[config.mk]
export PLATFORM = sky130hd
export DESIGN_NAME = two_wire_slave
export DESIGN_NICKNAME = d
export VERILOG_FILES = /design/src/rtl/two_wire_pkg.sv /design/src/rtl/filt_if.sv /design/src/rtl/line_filter.sv /design/src/rtl/two_wire_slave.sv
export SDC_FILE = /design/constraint.sdc
export NUM_CORES = 1
export LEC_CHECK = 0
export ABC_AREA = 1
export BUFFER_PORTS_ARGS = -buffer_cell sky130_fd_sc_hd__buf_2
export CORE_ASPECT_RATIO = 0.9
export CORE_UTILIZATION = 47
export DETAILED_ROUTE_END_ITERATION = 8
export PLACE_DENSITY_LB_ADDON = 0.12
export RECOVER_POWER = 25
export SLEW_MARGIN = 20
export SYNTH_ARGS = -nofsm -noshare
export SYNTH_HDL_FRONTEND = slang
export SYNTH_SLANG_ARGS = --single-unit
[constraint.sdc]
create_clock -name clk_i -period 2.8 [get_ports clk_i]
set_input_delay 0 -clock clk_i [delete_from_list [all_inputs] [get_ports clk_i]]
set_output_delay 0 -clock clk_i [all_outputs]
set_load 0.03 [all_outputs]
[src/rtl/two_wire_pkg.sv]
// ==========================================================
// Operation
// - one eight-bit data register carries every data byte sent or received
// - debounce code 00 none, 01 two clocks, 10 and 11 four clocks
// - enable 1 gives pins to the bus; enable 0 switches the interface off
// - control zero bits 7 to 4 and bit 0 read back as zero
// - transfer complete reads 0 while shifting, sets after 8 bits with interrupt; in receive the code keeps it at 1 until the data register is read
// - a start condition clears transfer complete
// - reading a received byte clears transfer complete until the next byte
// - a stop condition sets transfer complete
// - address match reads 1 on own address, 0 otherwise
// - bus busy sets on start and clears on stop
// - direction select 0 makes a receiver, 1 a transmitter
// - after eight received data bits the ninth clock carries the transmit ack bit
// - read/write status holds the direction bit of a matched address
// - no ack from the master stops the transmitter and frees the data line
// - selected when the seven address bits match own address bits 7 to 1
// - debounce counts system clocks and guards the incoming serial clock
package two_wire_pkg;

  // ==========================================================
  // register map, byte addresses
  localparam logic [7:0] ADDR_CTRL0 = 8'h00;
  localparam logic [7:0] ADDR_CTRL1 = 8'h04;
  localparam logic [7:0] ADDR_DATA = 8'h08;
  localparam logic [7:0] ADDR_OWN = 8'h0c;
  localparam logic [7:0] ADDR_TMO = 8'h10;
  localparam logic [7:0] ADDR_IST = 8'h14;
  localparam logic [7:0] ADDR_IMASK = 8'h18;

  // ==========================================================
  // control zero fields
  localparam int C0_EN = 1;
  localparam int C0_DBNC_LO = 2;
  localparam int C0_DBNC_HI = 3;

  // ==========================================================
  // control/status one fields
  localparam int C1_TCF = 7;
  localparam int C1_AMATCH = 6;
  localparam int C1_BUSY = 5;
  localparam int C1_HTX = 4;
  localparam int C1_TXAK = 3;
  localparam int C1_SRW = 2;
  localparam int C1_AMWU = 1;
  localparam int C1_RXAK = 0;

  // ==========================================================
  // interrupt status bits
  localparam int IRQ_BYTE = 0;
  localparam int IRQ_MATCH = 1;
  localparam int IRQ_STOP = 2;
  localparam int IRQ_W = 3;

  // ==========================================================
  // reset values and counts
  localparam logic [7:0] CTRL1_RST = 8'h81;
  localparam logic [1:0] LINE_IDLE = 2'b11;
  localparam logic [3:0] BITS_BYTE = 4'h8;
  localparam logic [3:0] BITS_ACK = 4'h9;
  localparam logic [2:0] DBNC_TWO = 3'h2;
  localparam logic [2:0] DBNC_FOUR = 3'h4;
  localparam logic [1:0] DBNC_OFF = 2'b00;
  localparam logic [1:0] DBNC_SEL2 = 2'b01;

  typedef enum logic [6:0] {
    st_idle = 7'b000_0001,
    st_addr = 7'b000_0010,
    st_ack_a = 7'b000_0100,
    st_rx = 7'b000_1000,
    st_ack_rx = 7'b001_0000,
    st_tx = 7'b010_0000,
    st_ack_tx = 7'b100_0000
  } state_t;

endpackage : two_wire_pkg

[src/rtl/filt_if.sv]
interface filt_if;
  logic [1:0] sel;
  logic scl;
  logic sda;
  modport filt (input sel, output scl, output sda);
  modport core (output sel, input scl, input sda);
endinterface : filt_if

[src/rtl/line_filter.sv]
module line_filter
  import two_wire_pkg::*;
(
  input wire logic clk_i,
  input wire logic rst_i,
  input wire logic scl_i,
  input wire logic sda_i,
  filt_if.filt f
);

  // ==========================================================
  // synchroniser and debounce, bit 0 clock, bit 1 data
  logic [1:0] s1_q;
  logic [1:0] s2_q;
  logic [1:0] out_q;
  logic [2:0] cnt_q [2];

  function automatic logic [2:0] dbnc_len(input logic [1:0] sel);
    if (sel == DBNC_SEL2) begin
      return DBNC_TWO;
    end
    return DBNC_FOUR;
  endfunction : dbnc_len

  always_ff @(posedge clk_i) begin
    if (rst_i) begin
      s1_q <= LINE_IDLE;
      s2_q <= LINE_IDLE;
    end else begin
      s1_q <= {sda_i, scl_i};
      s2_q <= s1_q;
    end
  end

  // counter clears on any bounce back, so with codes 01 to 11 a glitch shorter than the count never passes
  always_ff @(posedge clk_i) begin
    for (int i = 0; i < 2; i++) begin
      if (rst_i) begin
        out_q[i] <= LINE_IDLE[i];
        cnt_q[i] <= 3'h0;
      end else if (f.sel == DBNC_OFF) begin
        out_q[i] <= s2_q[i];
        cnt_q[i] <= 3'h0;
      end else if (s2_q[i] == out_q[i]) begin
        cnt_q[i] <= 3'h0;
      end else if (cnt_q[i] >= dbnc_len(f.sel) - 3'h1) begin
        out_q[i] <= s2_q[i];
        cnt_q[i] <= 3'h0;
      end else begin
        cnt_q[i] <= cnt_q[i] + 3'h1;
      end
    end
  end

  assign f.scl = out_q[0];
  assign f.sda = out_q[1];

  // ==========================================================
  // checks
  dbnc_two_a: assert property (@(posedge clk_i) disable iff (rst_i)
    ($changed(out_q[0]) && f.sel == DBNC_SEL2 && $past(f.sel) == DBNC_SEL2
      && $past(f.sel, 2) == DBNC_SEL2)
    |-> ($past(s2_q[0]) == out_q[0] && $past(s2_q[0], 2) == out_q[0]))
    else $error("scl passed before two stable clocks");

  dbnc_four_a: assert property (@(posedge clk_i) disable iff (rst_i)
    ($changed(out_q[0]) && f.sel[1] && $past(f.sel[1]) && $past(f.sel[1], 2)
      && $past(f.sel[1], 3) && $past(f.sel[1], 4))
    |-> ($past(s2_q[0]) == out_q[0] && $past(s2_q[0], 2) == out_q[0]
      && $past(s2_q[0], 3) == out_q[0] && $past(s2_q[0], 4) == out_q[0]))
    else $error("scl passed before four stable clocks");

endmodule : line_filter

[src/rtl/two_wire_slave.sv]
// The register offsets and the Wishbone slave port were left to the implementer.
module two_wire_slave
  import two_wire_pkg::*;
(
  input wire logic clk_i,
  input wire logic rst_i,
  input wire logic wb_cyc_i,
  input wire logic wb_stb_i,
  input wire logic wb_we_i,
  input wire logic [7:0] wb_adr_i,
  input wire logic [3:0] wb_sel_i,
  input wire logic [31:0] wb_dat_i,
  output logic [31:0] wb_dat_o,
  output logic wb_ack_o,
  input wire logic scl_i,
  input wire logic sda_i,
  output logic sda_o,
  output logic sda_oe_o,
  output logic pins_i2c_o,
  output logic irq_o
);

  // ==========================================================
  // input filter
  filt_if fif ();

  line_filter u_filt (
    .clk_i(clk_i),
    .rst_i(rst_i),
    .scl_i(scl_i),
    .sda_i(sda_i),
    .f(fif.filt)
  );

  // ==========================================================
  // registers
  logic en_q;
  logic [1:0] dbnc_q;
  logic tcf_q;
  logic amatch_q;
  logic busy_q;
  logic htx_q;
  logic txak_q;
  logic srw_q;
  logic amwu_q;
  logic rxak_q;
  logic [7:0] data_q;
  logic [7:1] own_q;
  logic [7:0] tmo_q;
  logic [IRQ_W-1:0] ist_q;
  logic [IRQ_W-1:0] imask_q;
  state_t state_q;
  logic [3:0] cnt_q;
  logic [7:0] sh_q;
  logic drive_q;
  logic scl_p_q;
  logic sda_p_q;
  logic ack_q;
  logic [31:0] rdat_q;
  logic [7:0] rmux;

  assign fif.sel = dbnc_q;

  // ==========================================================
  // bus conditions from the filtered lines
  wire scl_f = fif.scl;
  wire sda_f = fif.sda;
  wire rise_ev = en_q && scl_f && !scl_p_q;
  wire fall_ev = en_q && !scl_f && scl_p_q;
  wire start_ev = en_q && scl_f && scl_p_q && sda_p_q && !sda_f;
  wire stop_ev = en_q && scl_f && scl_p_q && !sda_p_q && sda_f;
  wire byte_end = fall_ev && cnt_q == BITS_BYTE;
  wire ack_end = fall_ev && cnt_q == BITS_ACK;
  wire addr_hit = sh_q[7:1] == own_q[7:1];
  wire in_addr = state_q == st_addr;
  wire in_rx = state_q == st_rx;
  wire in_tx = state_q == st_tx;
  wire in_ack_a = state_q == st_ack_a;
  wire in_ack_rx = state_q == st_ack_rx;
  wire in_ack_tx = state_q == st_ack_tx;
  wire match_ev = byte_end && in_addr && addr_hit;
  wire rx_done = byte_end && in_rx;
  wire tx_done = byte_end && in_tx;
  wire byte_ev = match_ev || rx_done || tx_done;
  wire tx_load = ack_end && ((in_ack_a && htx_q) || (in_ack_tx && !rxak_q));
  wire rx_go = ack_end && ((in_ack_a && !htx_q) || in_ack_rx);

  // ==========================================================
  // wishbone decode, one wait state
  wire req = wb_cyc_i && wb_stb_i && !ack_q;
  wire wr = req && wb_we_i && wb_sel_i[0];
  wire rd = req && !wb_we_i;
  wire a_c0 = wb_adr_i == ADDR_CTRL0;
  wire a_c1 = wb_adr_i == ADDR_CTRL1;
  wire a_dat = wb_adr_i == ADDR_DATA;
  wire a_own = wb_adr_i == ADDR_OWN;
  wire a_tmo = wb_adr_i == ADDR_TMO;
  wire a_ist = wb_adr_i == ADDR_IST;
  wire a_msk = wb_adr_i == ADDR_IMASK;
  wire rd_dat = rd && a_dat;
  wire [7:0] wd = wb_dat_i[7:0];

  // ==========================================================
  // transfer complete: set wins over every clear
  wire tcf_set = byte_ev || stop_ev;
  wire tcf_clr = start_ev || rd_dat || tx_load;
  wire tcf_d = tcf_set || (tcf_q && !tcf_clr);

  always_ff @(posedge clk_i) begin
    if (rst_i) begin
      tcf_q <= CTRL1_RST[C1_TCF];
    end else begin
      tcf_q <= tcf_d;
    end
  end

  // ==========================================================
  // status flags, software cannot write them
  always_ff @(posedge clk_i) begin
    if (rst_i || !en_q) begin
      busy_q <= 1'b0;
    end else if (start_ev) begin
      busy_q <= 1'b1;
    end else if (stop_ev) begin
      busy_q <= 1'b0;
    end
  end

  always_ff @(posedge clk_i) begin
    if (rst_i) begin
      amatch_q <= CTRL1_RST[C1_AMATCH];
      srw_q <= CTRL1_RST[C1_SRW];
    end else if (match_ev) begin
      amatch_q <= 1'b1;
      srw_q <= sh_q[0];
    end else if (start_ev || (byte_end && in_addr)) begin
      amatch_q <= 1'b0;
    end
  end

  always_ff @(posedge clk_i) begin
    if (rst_i) begin
      rxak_q <= CTRL1_RST[C1_RXAK];
    end else if (rise_ev && in_ack_tx) begin
      rxak_q <= sda_f;
    end
  end

  // ==========================================================
  // software controls
  always_ff @(posedge clk_i) begin
    if (rst_i) begin
      en_q <= 1'b0;
      dbnc_q <= DBNC_OFF;
      htx_q <= CTRL1_RST[C1_HTX];
      txak_q <= CTRL1_RST[C1_TXAK];
      amwu_q <= CTRL1_RST[C1_AMWU];
      own_q <= 7'h00;
      tmo_q <= 8'h00;
      imask_q <= '0;
    end else if (wr) begin
      if (a_c0) begin
        en_q <= wd[C0_EN];
        dbnc_q <= wd[C0_DBNC_HI:C0_DBNC_LO];
      end else if (a_c1) begin
        htx_q <= wd[C1_HTX];
        txak_q <= wd[C1_TXAK];
        amwu_q <= wd[C1_AMWU];
      end else if (a_own) begin
        own_q <= wd[7:1];
      end else if (a_tmo) begin
        tmo_q <= wd;
      end else if (a_msk) begin
        imask_q <= wd[IRQ_W-1:0];
      end
    end
  end

  // received byte beats a software write in the same cycle
  always_ff @(posedge clk_i) begin
    if (rst_i) begin
      data_q <= 8'h00;
    end else if (rx_done) begin
      data_q <= sh_q;
    end else if (wr && a_dat) begin
      data_q <= wd;
    end
  end

  // ==========================================================
  // serial engine; no clock stretching, software must keep pace
  always_ff @(posedge clk_i) begin
    if (rst_i) begin
      scl_p_q <= LINE_IDLE[0];
      sda_p_q <= LINE_IDLE[1];
    end else begin
      scl_p_q <= scl_f;
      sda_p_q <= sda_f;
    end
  end

  always_ff @(posedge clk_i) begin
    if (rst_i || !en_q) begin
      state_q <= st_idle;
      cnt_q <= 4'h0;
      sh_q <= 8'h00;
      drive_q <= 1'b0;
    end else if (start_ev) begin
      state_q <= st_addr;
      cnt_q <= 4'h0;
      drive_q <= 1'b0;
    end else if (stop_ev) begin
      state_q <= st_idle;
      drive_q <= 1'b0;
    end else if (rise_ev && state_q != st_idle) begin
      cnt_q <= cnt_q + 4'h1;
      if (!in_tx) begin
        sh_q <= {sh_q[6:0], sda_f};
      end
    end else if (fall_ev) begin
      case (state_q)
        st_addr: begin
          if (byte_end) begin
            state_q <= addr_hit ? st_ack_a : st_idle;
            drive_q <= addr_hit;
          end
        end
        st_rx: begin
          if (byte_end) begin
            state_q <= st_ack_rx;
            drive_q <= !txak_q;
          end
        end
        st_tx: begin
          if (byte_end) begin
            state_q <= st_ack_tx;
            drive_q <= 1'b0;
          end else begin
            drive_q <= !sh_q[7];
            sh_q <= {sh_q[6:0], 1'b0};
          end
        end
        st_ack_a, st_ack_rx, st_ack_tx: begin
          if (ack_end) begin
            cnt_q <= 4'h0;
            if (tx_load) begin
              state_q <= st_tx;
              drive_q <= !data_q[7];
              sh_q <= {data_q[6:0], 1'b0};
            end else if (rx_go) begin
              state_q <= st_rx;
              drive_q <= 1'b0;
            end else begin
              state_q <= st_idle;
              drive_q <= 1'b0;
            end
          end
        end
        default: begin
          drive_q <= 1'b0;
        end
      endcase
    end
  end

  assign sda_o = 1'b0;
  assign sda_oe_o = drive_q && en_q;
  assign pins_i2c_o = en_q;

  // ==========================================================
  // interrupts: sticky, cleared by reading, set wins
  wire [IRQ_W-1:0] ev = {stop_ev, match_ev, byte_ev};
  wire ist_rd = rd && a_ist;

  always_ff @(posedge clk_i) begin
    if (rst_i) begin
      ist_q <= '0;
    end else begin
      ist_q <= ev | (ist_rd ? '0 : ist_q);
    end
  end

  assign irq_o = |(ist_q & imask_q);

  // ==========================================================
  // read mux; unmapped reads zero
  wire [7:0] c0_rd = {4'h0, dbnc_q, en_q, 1'b0};
  wire [7:0] c1_rd = {tcf_q, amatch_q, busy_q, htx_q, txak_q, srw_q, amwu_q, rxak_q};

  always_comb begin
    if (a_c0) begin
      rmux = c0_rd;
    end else if (a_c1) begin
      rmux = c1_rd;
    end else if (a_dat) begin
      rmux = data_q;
    end else if (a_own) begin
      rmux = {own_q, 1'b0};
    end else if (a_tmo) begin
      rmux = tmo_q;
    end else if (a_ist) begin
      rmux = {5'h00, ist_q};
    end else if (a_msk) begin
      rmux = {5'h00, imask_q};
    end else begin
      rmux = 8'h00;
    end
  end

  always_ff @(posedge clk_i) begin
    if (rst_i) begin
      ack_q <= 1'b0;
      rdat_q <= 32'h0000_0000;
    end else begin
      ack_q <= req;
      rdat_q <= rd ? {24'h00_0000, rmux} : 32'h0000_0000;
    end
  end

  assign wb_ack_o = ack_q;
  assign wb_dat_o = rdat_q;

  // ==========================================================
  // checks
  start_clear_a: assert property (@(posedge clk_i) disable iff (rst_i)
    start_ev |=> (!tcf_q && busy_q && state_q == st_addr))
    else $error("start did not clear complete flag");

  stop_set_a: assert property (@(posedge clk_i) disable iff (rst_i)
    stop_ev |=> (tcf_q && !busy_q))
    else $error("stop did not set complete flag");

  read_clear_a: assert property (@(posedge clk_i) disable iff (rst_i)
    (rd_dat && !tcf_set) |=> !tcf_q)
    else $error("data read did not clear complete flag");

  byte_set_a: assert property (@(posedge clk_i) disable iff (rst_i)
    byte_ev |=> (tcf_q && ist_q[IRQ_BYTE]))
    else $error("byte end did not set flag and interrupt");

  ctrl_zero_a: assert property (@(posedge clk_i) disable iff (rst_i)
    (wb_ack_o && !wb_we_i && a_c0)
    |-> (wb_dat_o[31:4] == 28'h000_0000 && !wb_dat_o[0]))
    else $error("unimplemented control bits read nonzero");

  ack_bit_a: assert property (@(posedge clk_i) disable iff (rst_i)
    $rose(in_ack_rx) |-> (sda_oe_o == !$past(txak_q)))
    else $error("ninth clock does not carry transmit ack");

  addr_match_a: assert property (@(posedge clk_i) disable iff (rst_i)
    $rose(amatch_q) |-> ($past(addr_hit) && srw_q == $past(sh_q[0])))
    else $error("address match without own address");

  nack_free_a: assert property (@(posedge clk_i) disable iff (rst_i)
    (ack_end && in_ack_tx && rxak_q) |=> (!sda_oe_o && state_q == st_idle))
    else $error("transmitter kept line after missing ack");

  dir_select_a: assert property (@(posedge clk_i) disable iff (rst_i)
    ($rose(in_tx) && $past(in_ack_a)) |-> $past(htx_q))
    else $error("transmit entered without direction select");

  off_idle_a: assert property (@(posedge clk_i) disable iff (rst_i)
    !en_q |=> (state_q == st_idle && !busy_q && !sda_oe_o))
    else $error("disabled interface still active");

  ro_flags_a: assert property (@(posedge clk_i) disable iff (rst_i)
    (wr && a_c1 && !tcf_set && !tcf_clr && !start_ev && !stop_ev)
    |=> ($stable(tcf_q) && $stable(busy_q)))
    else $error("software write moved a status flag");

  match_c: cover property (@(posedge clk_i) disable iff (rst_i) match_ev);
  rx_byte_c: cover property (@(posedge clk_i) disable iff (rst_i) rx_done);
  tx_nack_c: cover property (@(posedge clk_i) disable iff (rst_i)
    ack_end && in_ack_tx && rxak_q);
  irq_c: cover property (@(posedge clk_i) disable iff (rst_i) $rose(irq_o));

endmodule : two_wire_slave

### Yosys cells after proc, flatten, opt, wreduce, memory -nomap -nowiden

Memories as Yosys holds them, arrays and structs flattened.
Index checks and enable logic that the tools add are counted.

* reduce and logical (&&, ||, !) cells: 87
* mux-type cells: 106
* equality and inequality tests: 34
* add/sub/neg operators: 5
* order comparisons: 2
* bitwise logic cells: 18

Operators by type and width (count)
* 8-bit 2-to-1 mux: 12
* 3-bit 2-to-1 mux: 21
* 1-bit 2-to-1 mux: 55
* 1-bit logical AND: 32
* 7-bit 2-to-1 mux: 4
* 7-bit case mux with 4 select lines: 1
* 8-bit by 5-bit == test with 1-bit output, second input constant: 3
* 4-bit 2-to-1 mux: 6
* 8-bit by 4-bit == test with 1-bit output, second input constant: 2
* 4-bit != test, second input constant: 4
* 8-bit case mux with 2 select lines: 1
* 2-bit nonzero test: 8
* 2-bit != test, second input constant: 7
* 7-bit AND reduction: 2
* 1-bit zero test: 13
* 3-bit OR reduction: 4
* 1-bit logical OR: 10
* 5-bit AND reduction: 2
* 3-bit != test, second input constant: 3
* 4-bit == test, second input constant: 2
* 8-bit by 3-bit == test with 1-bit output, second input constant: 1
* 8-bit zero test: 1
* 2-bit 2-to-1 mux: 4
* 1-bit NOT: 8
* 30 further kinds: 46

* register bits: 101
* memories kept: 1
* input port bits: 51
* output and inout port bits: 37
* word-level logic and storage cells: 283
* bits in writable memories: 6

Memory list
* u_filt.cnt_q: depth 2, bits a word 3, read ports 2, clocked after memory_dff 0, wr ports 2, RTL line line_filter.sv:16 `logic [2:0] cnt_q [2];`

### Longest topological paths before layout

* word-level depth: 18
* depth in mapped cells: 14
* mapped depth without buffers: 13

### Hierarchy

From an unflattened synthesis, not the netlist that was laid out.

* cells, all modules: 601
* area total of the unflattened synthesis: 4327.9 um2

Modules (own cells, without submodules)
* two_wire_slave: cells each 534, times used 1, area an instance 3728.6 um2
* line_filter: cells each 67, times used 1, area an instance 599.3 um2

### Least setup slack after synthesis

No wires, ideal clock.

* path kind: reg-to-reg
* from: register en_q (netlist: pins_i2c_o)
* to: register sh_q[4]
* stages on the path, launching flop included: 12
* buffers on the path: 1
* data arrival time: 1.651 ns
* required time: 2.687 ns
* setup time: 0.113 ns
* setup slack: 1.036 ns
* clock period less this slack: 1.764 ns
* cell sequence: dfxtp_1 -> nand2_1 -> nor2_2 -> nand3_2 -> inv_2 -> nand2_1 -> a21boi_4 -> nand2_2 -> nor2_4 -> buf_6 -> o21ai_1 -> nor2_1

* cells in the longest elaborated chain, start to end: 6
* elaborated cells between the ends (all ways): 25
* classes of those cells: 4 x eq/ne; 1 x mux; 2 x bitwise; 18 x reduce/logical

RTL lines
* start, declared: RTL line two_wire_slave.sv:37 `logic en_q;`
* start signal, assigned: RTL line two_wire_slave.sv:163 `en_q <= wd[C0_EN];`
* 1-bit logical AND, on equally long branches
* 1-bit logical AND, on equally long branches: RTL line two_wire_slave.sv:69, two_wire_slave.sv:70, two_wire_slave.sv:71
* 1-bit logical AND, on equally long branches: RTL line two_wire_slave.sv:73, two_wire_slave.sv:70, two_wire_slave.sv:71
* 1-bit logical AND, on equally long branches: RTL line two_wire_slave.sv:85, two_wire_slave.sv:70, two_wire_slave.sv:71
* 3-bit != test (no source line) / 1-bit NOT (equally long branches)
* 8-bit AND reduction (no source line)
* end signal, assigned: RTL line two_wire_slave.sv:218 `sh_q <= {sh_q[6:0], sda_f};`
* end signal, assigned: RTL line two_wire_slave.sv:240 `sh_q <= {sh_q[6:0], 1'b0};`
* end signal, assigned: RTL line two_wire_slave.sv:249 `sh_q <= {data_q[6:0], 1'b0};`
* end, declared: RTL line two_wire_slave.sv:54 `logic [7:0] sh_q;`

Parallel ways exist; a longest one is shown, timed or not.
A chain may end at the register's enable or synchronous reset.

==> flow_metrics.py <==
metrics = {
    "outcome": {
        "status": "finished clean",
    },
    "clock_tree": {
        "cts_tree": "built",
        "cts.sinks": 83,
        "cts_buffer_depth": 2,
        "post_cts_resized": 0,
        "cts_root_buf": "clkbuf_8",
        "cts_inserted_buffers": 9,
        "post_cts_buffers": 0,
        "clk_latency_ps": 360,
        "htree_levels": 3,
        "clk_pin_slew_ps": 90,
    },
    "cells_and_area": {
        "fillers": 933,
        "drive_gt1_share_pct": 11.4,
        "final_cell_mix": "nand2_1 (135), dfxtp_1 (77), nor2_1 (75), inv_1 (68), a21oi_1 (51)",
        "layout_commonest_cell": "nand2_1",
        "diodes": 0,
        "nets": 730,
        "area_growth_pct": 10.9,
    },
    "drt": {
        "first_pass_iters": 6,
        "vias": 4052,
        "ant_nets": 0,
        "post-route-drc-count": 0,
        "routed_wl_um": 10700,
        "vias_per_cell": 5.07,
        "avgRoutedWirePerCell_um": 13.4,
        "first_iter_violations": 247,
    },
    "setup_path": {
        "max_stage_delay_ps": 640,
        "cp_data_arrival_time_ps": 2330,
        "cpMostUsedCell": "nor2_1",
        "cp.required_ps": 3020,
        "path_class": "register to register",
        "start_kind": "register",
        "crit_family": "compound AO/OA/AOI/OAI gates",
        "end_kind": "register",
        "crit_fanout": 3,
        "crit_slowest_cell": "a2111oi_0",
        "crit_buf_inv": 1,
        "cp_cell_sequence": "inv_1 > nor2_1 > ha_1 > a2111oi_0 > o211ai_1 > nor2_1",
    },
    "power_and_ir_drop": {
        "p_clk_share_pct": 39.3,
        "power.internal_mw": 1.65,
        "power_density_nw_per_um2": 450,
        "switching_share_pct": 25.1,
        "power_leakage_nw": 2.13,
        "p_total_mw": 2.21,
        "seqPwrFrac_pct": 54.6,
        "pwr-share-comb_pct": 6.0,
        "ir_drop_v": 0.000276,
        "p_switching_mw": 0.554,
    },
    "floorplanning": {
        "coreArea_um2": 9130,
        "io_pins": 88,
        "initial_utilization_pct": 48.4,
        "die_area_um2": 9780,
        "fp.dieH_um": 93.9,
        "row_count": 33,
        "die_x_um": 104,
    },
    "global_routing": {
        "grt_pass1_wl_um": 17900,
        "grt_max_degree": 31,
        "grt_antenna_before_repair": 0,
        "grt_use_total_pct": 23.3,
        "grt_pass1_vias": 3666,
        "overflow": 0,
    },
    "logic_synthesis": {
        "async_flop_share_pct": 0,
        "synth.area.top_cells": "dfxtp_1 (35%), nand2_1 (11%), nor2_1 (6.4%), a21oi_1 (5.8%), inv_1 (5.7%)",
        "synth-seq-cells": 83,
        "seq_area_frac_synth_pct": 39.0,
        "yosys_most_used_dff": "dfxtp_1",
        "syn_area_per_cell_um2": 7.10,
        "synth.distinct_cells": 45,
        "yosysWarningCount": 0,
        "synth_top_area_share_pct": 34.9,
        "yosysTopAreaCell": "dfxtp_1",
        "syn_inst": 622,
        "synth-edff-count": 6,
        "netlist_area_um2": 4410,
    },
    "sta": {
        "tightest_slew_ps": 707,
        "grt_setup_unrepaired": "false",
        "maxSlewHeadroom_pct": 51.6,
        "slew_violations": 0,
        "finalSetupTns_ps": 0,
        "hold_violations": 0,
        "setup_viol": 0,
        "clock.fmax_mhz": 473,
        "fin_skew_ps": 8.16,
        "fin_crit_ps": 2110,
        "fin_crit_sh_pct": 75.4,
    },
    "placement": {
        "numPortBuffers": 35,
        "place_congestion": 0.901,
        "place_hpwl_um": 8110,
    },
    "job": {
        "maxCapViolations": 0,
    },
    "min_path": {
        "hold_class": "primary input to register",
    },
}
==> final cells by class <==
class                           instances  area [um2]  share of cell area (%)
Clock buffer                           10         128                    2.61
Multi-Input combinational cell        452        2240                    45.8
Clock inverter                          6        65.1                    1.33
Timing Repair Buffer                   49         295                    6.03
Sequential cell                        83        1720                    35.2
Inverter                               77         289                    5.90
Tap cell                              122         153                    3.12
==> cells in the mapped netlist, types with 2 or more instances <==
library cell,n
nand4_1,5
nand3_2,4
xnor2_1,9
nand2_2,2
nand2_1,135
buf_2,2
conb_1,2
a21oi_2,2
a211oi_1,7
o21ai_1,5
o21ai_2,2
inv_1,67
a21oi_1,51
buf_6,3
dfxtp_1,77
nor2_2,5
o21ai_0,47
nor3_4,2
nor3_1,4
or2_2,5
nor2_1,75
nand3_1,30
ha_1,7
buf_4,26
inv_2,9
a31oi_1,3
clkbuf_1,8
nor2_4,2
a41oi_1,5
edfxtp_1,6
==> flip-flops by register name, indices dropped and copies added (netlist names), 2 cells and up <==
register / cells
data_q: 8
sh_q: 8
tmo_q: 8
wb_dat_o: 8
own_q: 7
state_q: 7
u_filt.cnt_q: 6
cnt_q: 4
imask_q: 3
ist_q: 3
dbnc_q: 2
u_filt.out_q: 2
u_filt.s1_q: 2
u_filt.s2_q: 2
==> per-layer routing <==
layer  GRT usage (%)  part of all wire [%]  vias up  routed length [um]
met4            5.48                   1.1        0                 114
met5               0                     0        -                   0
met3            4.85                   6.3        8                 676
met2            37.6                    44      127                4720
li1                -                     -     2065                   -
met1            31.8                    48     1852                5170
==> power by group through the flow <==
stage                     clock, mW  combinational (mW)  sequential [mW]
after floorplan                   0               0.113             1.23
after global placement            0               0.118             1.23
after detailed placement          0               0.119             1.23
after CTS                     0.879               0.133             1.20
after global routing          0.926               0.148             1.21
final                         0.867               0.133             1.20
==> worst register-to-register path, cell delays in order (launching register included) <==
cell	delay, ps
dfxtp_1	350
inv_1	60
nor2_1	220
ha_1	270
a2111oi_0	640
o211ai_1	270
nor2_1	150
==> cells by family after synthesis <==
kind of cell,Yosys count,synth area share (%)
compound gates,129,16.6
xor+xnor,10,1.98
fa+ha+maj,7,1.98
buf+inv,116,12.6
flops,83,39.0
other cells,2,0.170
simple gates,275,27.6
==> metrics by stage <==
| stage | hold WS, ps | util (%) | worst slack [ps] | instances | area, um2 |
|---|---|---|---|---|---|
| CTS | 45.8 | 53.8 | 668 | 799 | 4910 |
| global placement | 182 | 50.4 | 772 | 771 | 4600 |
| finish | 56.4 | 53.6 | 688 | 799 | 4890 |
| detailed placement | 186 | 50.4 | 669 | 771 | 4600 |
| global route | 63.8 | 53.6 | 457 | 799 | 4890 |
| floorplan | 104 | - | 1040 | 651 | 4520 |
==> worst paths after layout <==
check	slack [ps]	from	end	depth (start not counted)
worst max register to register	690	dbnc_q[0]	u_filt.cnt_q[1][0]	6
worst min-delay path	60	wb_we_i	wb_dat_o[3]	4
worst min register to register	410	u_filt.s1_q[1]	u_filt.s2_q[1]	1
worst max-delay path	690	dbnc_q[0]	u_filt.cnt_q[1][0]	6
==> what timing repair did <==
item,CTS,global route
hold buffers,12,0
setup endpoints to repair,0,0
endpoints found under the hold margin,20,0
No activity file was read; power rests on OpenSTA's default activity.
